--- src/logic/acc_pkg.sv ---
package acc_pkg;
	// Clock mode codes
	localparam logic [1:0] CKM_PIN_SCAN = 2'h0;
	localparam logic [1:0] CKM_PIN_ONE = 2'h1;
	localparam logic [1:0] CKM_SERIAL = 2'h2;
	localparam logic [1:0] CKM_EXT = 2'h3;
	localparam logic [1:0] CKM_RST = CKM_SERIAL;
	// Scan mode codes
	localparam logic [1:0] SCN_TO_N = 2'h0;
	localparam logic [1:0] SCN_FROM_N = 2'h1;
	localparam logic [1:0] SCN_REP = 2'h2;
	// Command byte field positions
	localparam int B_CONV = 7;
	localparam int B_SETUP = 6;
	localparam int B_AVG = 5;
	localparam int B_RESET = 4;
	localparam int F_CK = 4;
	localparam int F_REF = 2;
	localparam int F_DIFF = 0;
	localparam int F_CH = 3;
	localparam int F_SCAN = 1;
	localparam int F_TEMP = 0;
	// Reset values and fixed codes
	localparam logic [7:0] PAIR_RST = 8'h00;
	localparam logic [1:0] NSCAN_RST = 2'h0;
	localparam logic [4:0] REP_STEP = 5'h04;
	localparam logic [3:0] CH_TOP = 4'hf;
	localparam logic [4:0] WORD_BITS = 5'h10;
	localparam logic [2:0] BYTE_LAST = 3'h7;
	// Timing: internal oscillator cycles per operation
	localparam int CLK_KHZ = 25000;
	localparam int OSC_KHZ = 4400;
	localparam int CONV_OSC = 16;
	localparam int TEMP_OSC = 32;
	localparam int CONV_CYC = (CONV_OSC * CLK_KHZ + OSC_KHZ - 1) / OSC_KHZ;
	localparam int TEMP_CYC = (TEMP_OSC * CLK_KHZ + OSC_KHZ - 1) / OSC_KHZ;
	localparam logic [7:0] EXT_EDGES = 8'h10;
	localparam int RES_W = 16;
	localparam int FIFO_DEPTH = 16;
	typedef enum logic [3:0] {
		ST_IDLE = 4'h1,
		ST_CONV = 4'h2,
		ST_WAIT = 4'h4,
		ST_EXT = 4'h8
	} acc_st_t;
endpackage : acc_pkg

--- src/logic/acc_ctrl.sv ---
module acc_fifo #(
	parameter int W = 16,
	parameter int DEPTH = 16
) (
	input wire logic clock, // System clock
	input wire logic sys_rst, // Sync reset
	input wire logic flush, // Drop all entries
	input wire logic in_valid, // Write request
	output logic in_ready, // Space or pop this cycle
	input wire logic [W-1:0] in_data, // Write data
	output logic out_valid, // Not empty
	input wire logic out_ready, // Pop
	output logic [W-1:0] out_data, // Head entry
	output logic full // No free entry
);
	localparam int AW = $clog2(DEPTH);
	typedef struct packed {
		logic [DEPTH-1:0][W-1:0] mem;
		logic [AW-1:0] wp;
		logic [AW-1:0] rp;
		logic [AW:0] cnt;
	} acc_fifo_t;
	acc_fifo_t s_ff, nxt_s;
	logic push, pop;

	// Flags and head
	assign full = s_ff.cnt == (AW + 1)'(DEPTH);
	assign out_valid = s_ff.cnt != '0;
	assign in_ready = !full || out_ready;
	assign out_data = s_ff.mem[s_ff.rp];

	// Pointer and count update
	always_comb begin
		nxt_s = s_ff;
		push = in_valid && in_ready;
		pop = out_valid && out_ready;
		if (push) begin
			nxt_s.mem[s_ff.wp] = in_data;
			nxt_s.wp = s_ff.wp + 1'b1;
		end
		if (pop) begin
			nxt_s.rp = s_ff.rp + 1'b1;
		end
		nxt_s.cnt = s_ff.cnt + {{AW{1'b0}}, push} - {{AW{1'b0}}, pop};
		if (flush) begin
			nxt_s.wp = '0;
			nxt_s.rp = '0;
			nxt_s.cnt = '0;
		end
	end

	always_ff @(posedge clock) begin
		if (sys_rst) begin
			s_ff <= '0;
		end else begin
			s_ff <= nxt_s;
		end
	end
endmodule : acc_fifo

// Contract
// - Sample input on rise, change output on fall
// - Chip select fall starts; command byte MSB first
// - Byte after setup loads addressed pair register
// - Bipolar and temperature results two's complement
// - Setup bits 5:4 select clock mode
// - Mode 00: start pulse runs whole scan
// - Mode 01: each pulse converts one channel
// - Reset into mode 10; command starts scan
// - Mode 11: serial clock times, no scan
// - Modes 00/10: end flag low after scan
// - Mode 01: end flag low per conversion
// - End flag high on falls; always mode 11
// - Single-ended channels always unipolar
// - Pairs even positive, next odd negative
// - Pair bit one selects differential range
// - Unipolar differential negative input gives zero
// - Sixteen results plus temperature, overwrite oldest
// - Four zeros, result, two sub-bits
// - Oldest result after chip select; else zeros
// - Temperature read first; newer replaces unread
// - Oscillator runs in modes 00, 01, 10
// - Start input active low on channel 15
module acc_ctrl (
	input wire logic clock, // System clock
	input wire logic sys_rst, // Sync reset
	input wire logic sclk, // Serial clock pin
	input wire logic cs_n, // Chip select pin
	input wire logic din, // Serial data in pin
	output logic dout, // Serial data out
	output logic dout_oe, // Data out driven
	output logic eoc_n, // End of conversion
	input wire logic conversion_start_n, // Start pin
	output logic adc_start, // Start core, pulse
	output logic [3:0] ain_pos_sel, // Positive mux
	output logic [3:0] ain_neg_sel, // Negative mux
	output logic ain_diff, // Differential input
	output logic ain_temp_sel, // Temperature sensor
	input wire logic [9:0] adc_code, // Core result
	input wire logic [1:0] adc_sub, // Core sub-bits
	input wire logic adc_below, // Positive below negative
	input wire logic [11:0] temp_code, // Sensor result
	output logic osc_en, // Oscillator run
	output logic [1:0] clock_mode, // Clock mode
	output logic [1:0] ref_sel // Reference select
);
	import acc_pkg::*;
	typedef struct packed {
		logic sk1, sk2, sk3, cs1, cs2, cs3, di1, di2, cv1, cv2, cv3;
		logic [6:0] rx;
		logic [2:0] rxn;
		logic ppend, pbip;
		logic [1:0] ckm, refs, nscan, scan;
		logic [7:0] uni, bip;
		logic [3:0] chn;
		logic treq;
		logic [15:0] tx;
		logic [4:0] txn;
		logic [2:0] txb;
		logic eoc_n;
		acc_st_t st;
		logic [3:0] cur, last;
		logic [4:0] rep;
		logic tpend, cpend, top;
		logic [7:0] tmr;
		logic [15:0] tres, pdata;
		logic tval, pval, start, adiff, atemp;
		logic [3:0] apos, aneg;
	} acc_state_t;
	acc_state_t s_ff, nxt_s;
	logic sk_rise, sk_fall, cs_low, cs_fall, cs_rise, cv_fall, cv_rise, pin_md;
	logic byte_done, done, launch, bscan, load, pop, flush;
	logic f_valid, f_full, f_ready, cdiff, cbip;
	logic [7:0] rxb, pdiff;
	logic [15:0] okm, f_data, res;
	logic [9:0] code;
	logic [4:0] fnx, fst;
	logic [3:0] lo, hi;

	function automatic logic [4:0] find_ch(input logic [3:0] a, input logic [3:0] b,
		input logic [15:0] okv);
		logic [4:0] r;
		r = 5'h00;
		for (int i = 15; i >= 0; i--) begin
			if (4'(i) >= a && 4'(i) <= b && okv[i]) r = {1'b1, 4'(i)};
		end
		return r;
	endfunction : find_ch

	acc_fifo #(.W(RES_W), .DEPTH(FIFO_DEPTH)) u_fifo (
		.clock(clock),
		.sys_rst(sys_rst),
		.flush(flush),
		.in_valid(s_ff.pval),
		.in_ready(f_ready),
		.in_data(s_ff.pdata),
		.out_valid(f_valid),
		.out_ready(pop || (s_ff.pval && f_full)), // Full: oldest dropped
		.out_data(f_data),
		.full(f_full)
	);

	// Edges seen after the two-flop synchronisers
	assign sk_rise = s_ff.sk2 && !s_ff.sk3;
	assign sk_fall = !s_ff.sk2 && s_ff.sk3;
	assign cs_low = !s_ff.cs2;
	assign cs_fall = !s_ff.cs2 && s_ff.cs3;
	assign cs_rise = s_ff.cs2 && !s_ff.cs3;
	assign cv_fall = !s_ff.cv2 && s_ff.cv3;
	assign cv_rise = s_ff.cv2 && !s_ff.cv3;
	assign pin_md = s_ff.ckm == CKM_PIN_SCAN || s_ff.ckm == CKM_PIN_ONE;
	assign rxb = {s_ff.rx, s_ff.di2};
	assign byte_done = cs_low && sk_rise && s_ff.rxn == BYTE_LAST;

	// Usable channels and result format
	always_comb begin
		for (int p = 0; p < 8; p++) begin
			pdiff[p] = s_ff.uni[7-p] || s_ff.bip[7-p];
			okm[2*p] = 1'b1;
			okm[2*p+1] = !pdiff[p];
		end
		if (pin_md) begin
			okm[15] = 1'b0;
			okm[14] = !pdiff[7];
		end
		cdiff = pdiff[s_ff.cur[3:1]];
		cbip = s_ff.bip[3'h7 - s_ff.cur[3:1]] && !s_ff.uni[3'h7 - s_ff.cur[3:1]];
		if (!cdiff) begin
			code = adc_code;
		end else if (cbip) begin
			code = {~adc_code[9], adc_code[8:0]};
		end else if (adc_below) begin
			code = 10'h000;
		end else begin
			code = adc_code;
		end
		res = {4'h0, code, adc_sub};
		fnx = find_ch(s_ff.cur + 4'h1, s_ff.last, okm);
	end

	// Serial port, scan sequencer and end flag
	always_comb begin
		nxt_s = s_ff;
		nxt_s.start = 1'b0;
		nxt_s.pval = s_ff.pval && !f_ready;
		{nxt_s.sk1, nxt_s.sk2, nxt_s.sk3} = {sclk, s_ff.sk1, s_ff.sk2};
		{nxt_s.cs1, nxt_s.cs2, nxt_s.cs3} = {cs_n, s_ff.cs1, s_ff.cs2};
		{nxt_s.di1, nxt_s.di2} = {din, s_ff.di1};
		{nxt_s.cv1, nxt_s.cv2, nxt_s.cv3} = {conversion_start_n, s_ff.cv1, s_ff.cv2};
		launch = 1'b0;
		bscan = 1'b0;
		load = 1'b0;
		pop = 1'b0;
		flush = 1'b0;
		done = 1'b0;
		lo = 4'h0;
		hi = 4'h0;
		fst = 5'h00;
		if (cs_rise) begin
			nxt_s.rxn = 3'h0;
			nxt_s.ppend = 1'b0;
		end
		if (cs_low && sk_rise) begin
			nxt_s.rx = rxb[6:0];
			nxt_s.rxn = s_ff.rxn + 3'h1;
		end
		if (byte_done) begin
			if (s_ff.ppend) begin
				nxt_s.ppend = 1'b0;
				if (s_ff.pbip) nxt_s.bip = rxb;
				else nxt_s.uni = rxb;
			end else if (rxb[B_CONV]) begin
				nxt_s.chn = rxb[F_CH+:4];
				nxt_s.scan = rxb[F_SCAN+:2];
				nxt_s.treq = rxb[F_TEMP];
				bscan = s_ff.ckm == CKM_SERIAL || s_ff.ckm == CKM_EXT;
			end else if (rxb[B_SETUP]) begin
				nxt_s.ckm = rxb[F_CK+:2];
				nxt_s.refs = rxb[F_REF+:2];
				nxt_s.ppend = rxb[F_DIFF+1];
				nxt_s.pbip = rxb[F_DIFF];
			end else if (rxb[B_AVG]) begin
				nxt_s.nscan = rxb[1:0];
			end else if (rxb[B_RESET]) begin
				nxt_s.ckm = CKM_RST;
				nxt_s.uni = PAIR_RST;
				nxt_s.bip = PAIR_RST;
				nxt_s.nscan = NSCAN_RST;
				nxt_s.tval = 1'b0;
				nxt_s.st = ST_IDLE;
				flush = 1'b1;
			end
		end
		// Output word: temperature first, then oldest result, else zeros
		if (cs_fall) begin
			nxt_s.txb = 3'h0;
			nxt_s.eoc_n = 1'b1;
			load = s_ff.txn == 5'h00;
		end else if (cs_low && sk_fall) begin
			nxt_s.txb = s_ff.txb + 3'h1;
			if (s_ff.txb == BYTE_LAST && s_ff.txn <= 5'h01) begin
				load = 1'b1;
			end else begin
				nxt_s.tx = {s_ff.tx[14:0], 1'b0};
				nxt_s.txn = (s_ff.txn != 5'h00) ? s_ff.txn - 5'h01 : 5'h00;
			end
		end
		if (load) begin
			nxt_s.txn = WORD_BITS;
			if (s_ff.tval) begin
				nxt_s.tx = s_ff.tres;
				nxt_s.tval = 1'b0;
			end else if (f_valid) begin
				nxt_s.tx = f_data;
				pop = 1'b1;
			end else begin
				nxt_s.tx = 16'h0000;
				nxt_s.txn = 5'h00;
			end
		end
		if (cv_fall && pin_md) nxt_s.eoc_n = 1'b1;
		case (s_ff.st)
			ST_IDLE: begin
				if (cv_fall && pin_md) bscan = 1'b1;
			end
			ST_CONV: begin
				if (s_ff.tmr != 8'h00) nxt_s.tmr = s_ff.tmr - 8'h01;
				else done = !s_ff.pval || f_ready;
			end
			ST_WAIT: begin
				if (cv_rise) launch = 1'b1;
			end
			ST_EXT: begin
				if (s_ff.tmr == 8'h00) done = !s_ff.pval || f_ready;
				else if (sk_rise) nxt_s.tmr = s_ff.tmr - 8'h01;
			end
			default: begin
				nxt_s.st = ST_IDLE;
			end
		endcase
		if (done) begin
			if (s_ff.top) begin
				nxt_s.tres = {4'h0, temp_code};
				nxt_s.tval = 1'b1;
				nxt_s.tpend = 1'b0;
			end else begin
				nxt_s.pdata = res;
				nxt_s.pval = 1'b1;
				if (s_ff.rep > 5'h01) begin
					nxt_s.rep = s_ff.rep - 5'h01;
				end else begin
					nxt_s.cpend = fnx[4] && s_ff.cur != s_ff.last;
					nxt_s.cur = fnx[3:0];
				end
			end
			if (s_ff.ckm == CKM_EXT) begin
				nxt_s.st = ST_IDLE;
			end else if (nxt_s.tpend || nxt_s.cpend) begin
				if (s_ff.ckm == CKM_PIN_ONE) begin
					nxt_s.st = ST_WAIT;
					nxt_s.eoc_n = 1'b0;
				end else begin
					launch = 1'b1;
				end
			end else begin
				nxt_s.st = ST_IDLE;
				nxt_s.eoc_n = 1'b0;
			end
		end
		// Scan bounds from the conversion byte
		if (bscan) begin
			case (nxt_s.scan)
				SCN_TO_N: begin
					lo = 4'h0;
					hi = nxt_s.chn;
				end
				SCN_FROM_N: begin
					lo = nxt_s.chn;
					hi = CH_TOP;
				end
				default: begin
					lo = nxt_s.chn;
					hi = nxt_s.chn;
				end
			endcase
			if (s_ff.ckm == CKM_EXT) hi = lo;
			fst = find_ch(lo, hi, okm);
			nxt_s.cur = fst[3:0];
			nxt_s.cpend = fst[4];
			nxt_s.last = hi;
			nxt_s.tpend = nxt_s.treq && s_ff.ckm != CKM_EXT;
			nxt_s.rep = 5'h01;
			if (nxt_s.scan == SCN_REP && s_ff.ckm != CKM_EXT) begin
				nxt_s.rep = 5'({3'h0, s_ff.nscan} + 5'h01) * REP_STEP;
			end
			if (s_ff.ckm == CKM_PIN_ONE) nxt_s.st = ST_WAIT;
			else launch = 1'b1;
		end
		if (launch) begin
			if (!(nxt_s.tpend || nxt_s.cpend)) begin
				nxt_s.st = ST_IDLE;
				nxt_s.eoc_n = 1'b0;
			end else begin
				nxt_s.st = (s_ff.ckm == CKM_EXT) ? ST_EXT : ST_CONV;
				nxt_s.top = nxt_s.tpend;
				nxt_s.atemp = nxt_s.tpend;
				nxt_s.apos = nxt_s.cur;
				nxt_s.adiff = pdiff[nxt_s.cur[3:1]];
				nxt_s.aneg = nxt_s.adiff ? {nxt_s.cur[3:1], 1'b1} : nxt_s.cur;
				nxt_s.start = 1'b1;
				nxt_s.tmr = 8'(CONV_CYC);
				if (nxt_s.tpend) nxt_s.tmr = 8'(TEMP_CYC);
				if (s_ff.ckm == CKM_EXT) nxt_s.tmr = EXT_EDGES;
			end
		end
		if (nxt_s.ckm == CKM_EXT) nxt_s.eoc_n = 1'b1;
	end

	always_ff @(posedge clock) begin
		if (sys_rst) begin
			s_ff <= '0;
			s_ff.cs1 <= 1'b1;
			s_ff.cs2 <= 1'b1;
			s_ff.cs3 <= 1'b1;
			s_ff.cv1 <= 1'b1;
			s_ff.cv2 <= 1'b1;
			s_ff.cv3 <= 1'b1;
			s_ff.eoc_n <= 1'b1;
			s_ff.ckm <= CKM_RST;
			s_ff.st <= ST_IDLE;
		end else begin
			s_ff <= nxt_s;
		end
	end

	// Outputs straight from state
	assign dout = s_ff.tx[15];
	assign dout_oe = !s_ff.cs2;
	assign eoc_n = s_ff.eoc_n;
	assign adc_start = s_ff.start;
	assign ain_pos_sel = s_ff.apos;
	assign ain_neg_sel = s_ff.aneg;
	assign ain_diff = s_ff.adiff;
	assign ain_temp_sel = s_ff.atemp;
	assign osc_en = s_ff.ckm != CKM_EXT;
	assign clock_mode = s_ff.ckm;
	assign ref_sel = s_ff.refs;
endmodule : acc_ctrl

--- config.mk ---
export PLATFORM = sky130hd
export DESIGN_NAME = acc_ctrl
export DESIGN_NICKNAME = d
export VERILOG_FILES = /design/src/logic/acc_pkg.sv /design/src/logic/acc_ctrl.sv
export SDC_FILE = /design/constraint.sdc
export NUM_CORES = 1
export LEC_CHECK = 0
export BUFFER_PORTS_ARGS = -buffer_cell sky130_fd_sc_hd__clkbuf_2
export CORE_AREA = 2 2 212 214
export DETAILED_ROUTE_END_ITERATION = 8
export DIE_AREA = 0 0 214 216
export PLACE_DENSITY_LB_ADDON = 0.15
export SLEW_MARGIN = 20
export SYNTH_ARGS = -nofsm -noshare
export SYNTH_HDL_FRONTEND = slang
export SYNTH_SLANG_ARGS = --single-unit
--- constraint.sdc ---
create_clock -name clock -period 8.2 [get_ports clock]
set_input_delay 0.41 -clock clock [delete_from_list [all_inputs] [get_ports clock]]
set_output_delay 0.41 -clock clock [all_outputs]
set_load 0.02 [all_outputs]
==> results_dict.tcl <==
set metrics [dict create \
    setup_violations 0 \
    total_power_mw 3.66 \
    gp_congestion 0.883 \
    first_pass_iters 5 \
    critPathRequiredTime_ns 8.65 \
    worst-endpoint-arrival_ns 5.08 \
    fin_skew_ns 0.0220 \
    drc 0 \
    synth_area_mm2 0.0175 \
    grt_pass1_wl_um 85900 \
    status "complete, no violations" \
    cts_resized 0 \
    grtUsageTotal_pct 23.5 \
    area_growth_pct 9.74 \
    rsz0062_at_grt "false" \
    antenna_found_initial 1 \
    syn_area_per_cell_um2 7.88 \
    drtAntennaViolNets 0 \
    cp-end-kind "register" \
    layout-drive-gt1-share_pct 10.9 \
    cts_setup_buffers 0 \
    slew_headroom_pct 27.8 \
    cp-start-kind "register" \
    fin_nets 2188 \
    clkSlewWorstSetupHoldPaths_ns 0.06 \
    fmax_mhz 216 \
    hold_path.class "in -> reg" \
    ys_ff_latch 343 \
    start_util_pct 39.8 \
    r2r_cells 13 \
    layout_common_cells "534 x nand2_1, 341 x dfxtp_1, 324 x a21oi_1" \
    vias 15700 \
    die_h_um 216 \
    path_class "reg -> reg" \
    diodes 0 \
    hold_viol_final 0 \
    hold_buffers 0 \
    layout_commonest_cell "nand2_1" \
    ioPinCount 50 \
    cp_common_cell "ha_1" \
    yosys_warnings 0 \
    insertion_delay_ns 0.55 \
    postPlaceCellArea_mm2 0.0178 \
    crit_cells 13 \
    worst_pin_slew_ns 1.08 \
    finalCriticalPeriod_ns 4.62 \
    final_cell_area_mm2 0.0192 \
    wl_um 55100 \
    vdd_ir_drop_max_uv 168 \
    cts_buffers 39 \
    wl_per_cell_um 20.0 \
    nFillCells 4435 \
    cp_slowest_cell "nor4b_1" \
    drtIter0Drc 1483 \
    dieArea_mm2 0.0462 \
    via_per_inst 5.72 \
    fin_tns_setup_ns 0 \
    synth_ff_type "dfxtp_1" \
    cp_cell_sequence "ha_1 > ha_1 > and3b_1 > nand2_1 > buf_4 > mux2i_1 > a211oi_1 > nand3b_1 > nor4b_1 > o21ai_1 > o21ai_2 > nor2b_1 > a221oi_2" \
    synth_edf_count 0 \
    ys_seq_area_share_pct 39.3 \
    cap_viol_max_count 0 \
    slew_viol_final 0 \
    async_flop_share_pct 0 \
    crit_fanout 18 \
    fin_crit_sh_pct 56.4 \
    fin_ws_ns 3.58 \
    cp_slowest_stage_delay_ns 0.64 \
    finalHoldWorstSlack_ns 0.0569 \
    grt_pass1_vias 14800 \
    cts_tree "yes" \
    clock-sinks 343 \
    holdPathStages 2 \
    synth_cells 2215 \
    core_area_mm2 0.0438 \
    die_w_um 214 \
    grt_max_degree 143 \
    total_leakage_power_nw 6.25 \
    syn_nets 2272 \
    critPathBufInv 1 \
    h-tree-depth 2 \
    clk_path_buf_depth 3 \
    dp_slack_ns 3.66 \
    cts-root-buf "clkbuf_16" \
    powerDensity_mw_per_mm2 191 \
    hpwl_um 37200 \
    gr-total-overflow 0 \
    critPathTopFamily "simple AND/OR/NAND/NOR gates" \
    port_buffers 49 \
    num_rows 77 \
    synth.distinct_cells 97 \
]
## cells by family (layout without fill, tap and decap cells)
family | count (synthesis) | after routing | share of synthesized area [%]
XOR/XNOR | 25 | 25 | 1.30
multiplexers | 82 | 82 | 7.87
adder cells (fa/ha/maj) | 27 | 27 | 1.96
AO/OA/AOI/OAI | 562 | 562 | 19.9
AND/OR/NAND/NOR | 940 | 940 | 24.0
buffers and inverters | 236 | 181 | 5.64
flip-flops | 343 | 343 | 39.3
## worst paths after layout
check                              start                           to  slack (ns)
setup / recovery  s_ff[129]$_SDFFE_PP0P_  ain_neg_sel[0]$_SDFFE_PP0P_        3.58
hold / removal        conversion_start_n        nxt_s[140]$_SDFF_PP1_        0.06
setup reg to reg  s_ff[129]$_SDFFE_PP0P_  ain_neg_sel[0]$_SDFFE_PP0P_        3.58
hold reg to reg    nxt_s[140]$_SDFF_PP1_        nxt_s[139]$_SDFF_PP1_        0.41
## area by class of cell
cell class	instances	area [um^2]	share of cell area, %
timing repair buffer	68	398	2.08
tap	592	741	3.87
clock buffer	61	1220	6.36
inverter	43	161	0.843
multi-input combinational	1636	9640	50.3
clock inverter	9	121	0.634
sequential	343	6870	35.9
## Yosys cell counts, types with 12 or more instances
master,n,share of area [%]
inv_1,43,0.92
ha_1,25,1.8
o221ai_1,18,0.90
buf_4,14,0.60
nand3_1,55,1.6
or2_2,20,0.72
o21ai_0,35,1.0
a21oi_1,325,9.3
nor3_1,42,1.2
nand4_1,17,0.61
a31oi_1,12,0.43
xor2_1,12,0.60
nor2b_1,19,0.68
nor2_1,153,3.3
a221oi_1,14,0.70
mux2i_1,36,2.1
nand2_1,534,11
o211ai_1,12,0.52
a22oi_1,15,0.65
mux4_2,44,5.7
a211oi_1,19,0.82
o22ai_1,15,0.54
nand2b_1,22,0.79
buf_2,18,0.52
dfxtp_1,343,39
xnor2_1,12,0.60
clkbuf_1,147,3.2
## per-stage QoR
stage | util [%] | cells
floorplan | - | 2215
global placement | 40.6 | 2682
detailed placement | 40.6 | 2682
CTS | 43.7 | 2752
global route | 43.7 | 2752
finish | 43.7 | 2752
## sequential cells by signal, summed over array words and instances, names as in the netlist, 2 cells and up
| name | cells |
|---|---|
| nxt_s | 7 |
| s_ff | 109 |
| ain_pos_sel | 4 |
| clock_mode | 2 |
| u_fifo.s_ff | 205 |
| ref_sel | 2 |
| rxb | 8 |
## where the power goes
group	internal [mW]	switching (mW)
Clock	1.09	0.714
Sequential	1.68	0.0162
Combinational	0.0603	0.105
Total	2.83	0.835
## worst reg2reg max path, delay by kind of cell, from the launching register on
kind                       cells  cell delay [ns]
DFF                            1             0.32
and+or+nand+nor                5             1.94
AOI/OAI and AO/OA              4             0.98
buffers and inverters          1             0.34
muxes                          1             0.55
adders and majority gates      2             0.42
## layer usage
| metal | wire length [um] | part of all wire, % | GRT usage (%) | vias to the layer above |
|---|---|---|---|---|
| li1 | - | - | - | 7542 |
| met2 | 24800 | 45 | 37.3 | 499 |
| met1 | 24900 | 45 | 32.4 | 7609 |
| met5 | 0 | 0 | 0 | - |
| met4 | 1420 | 2.6 | 7.27 | 0 |
| met3 | 4050 | 7.3 | 4.28 | 89 |
(Power assumes the default switching activity.)
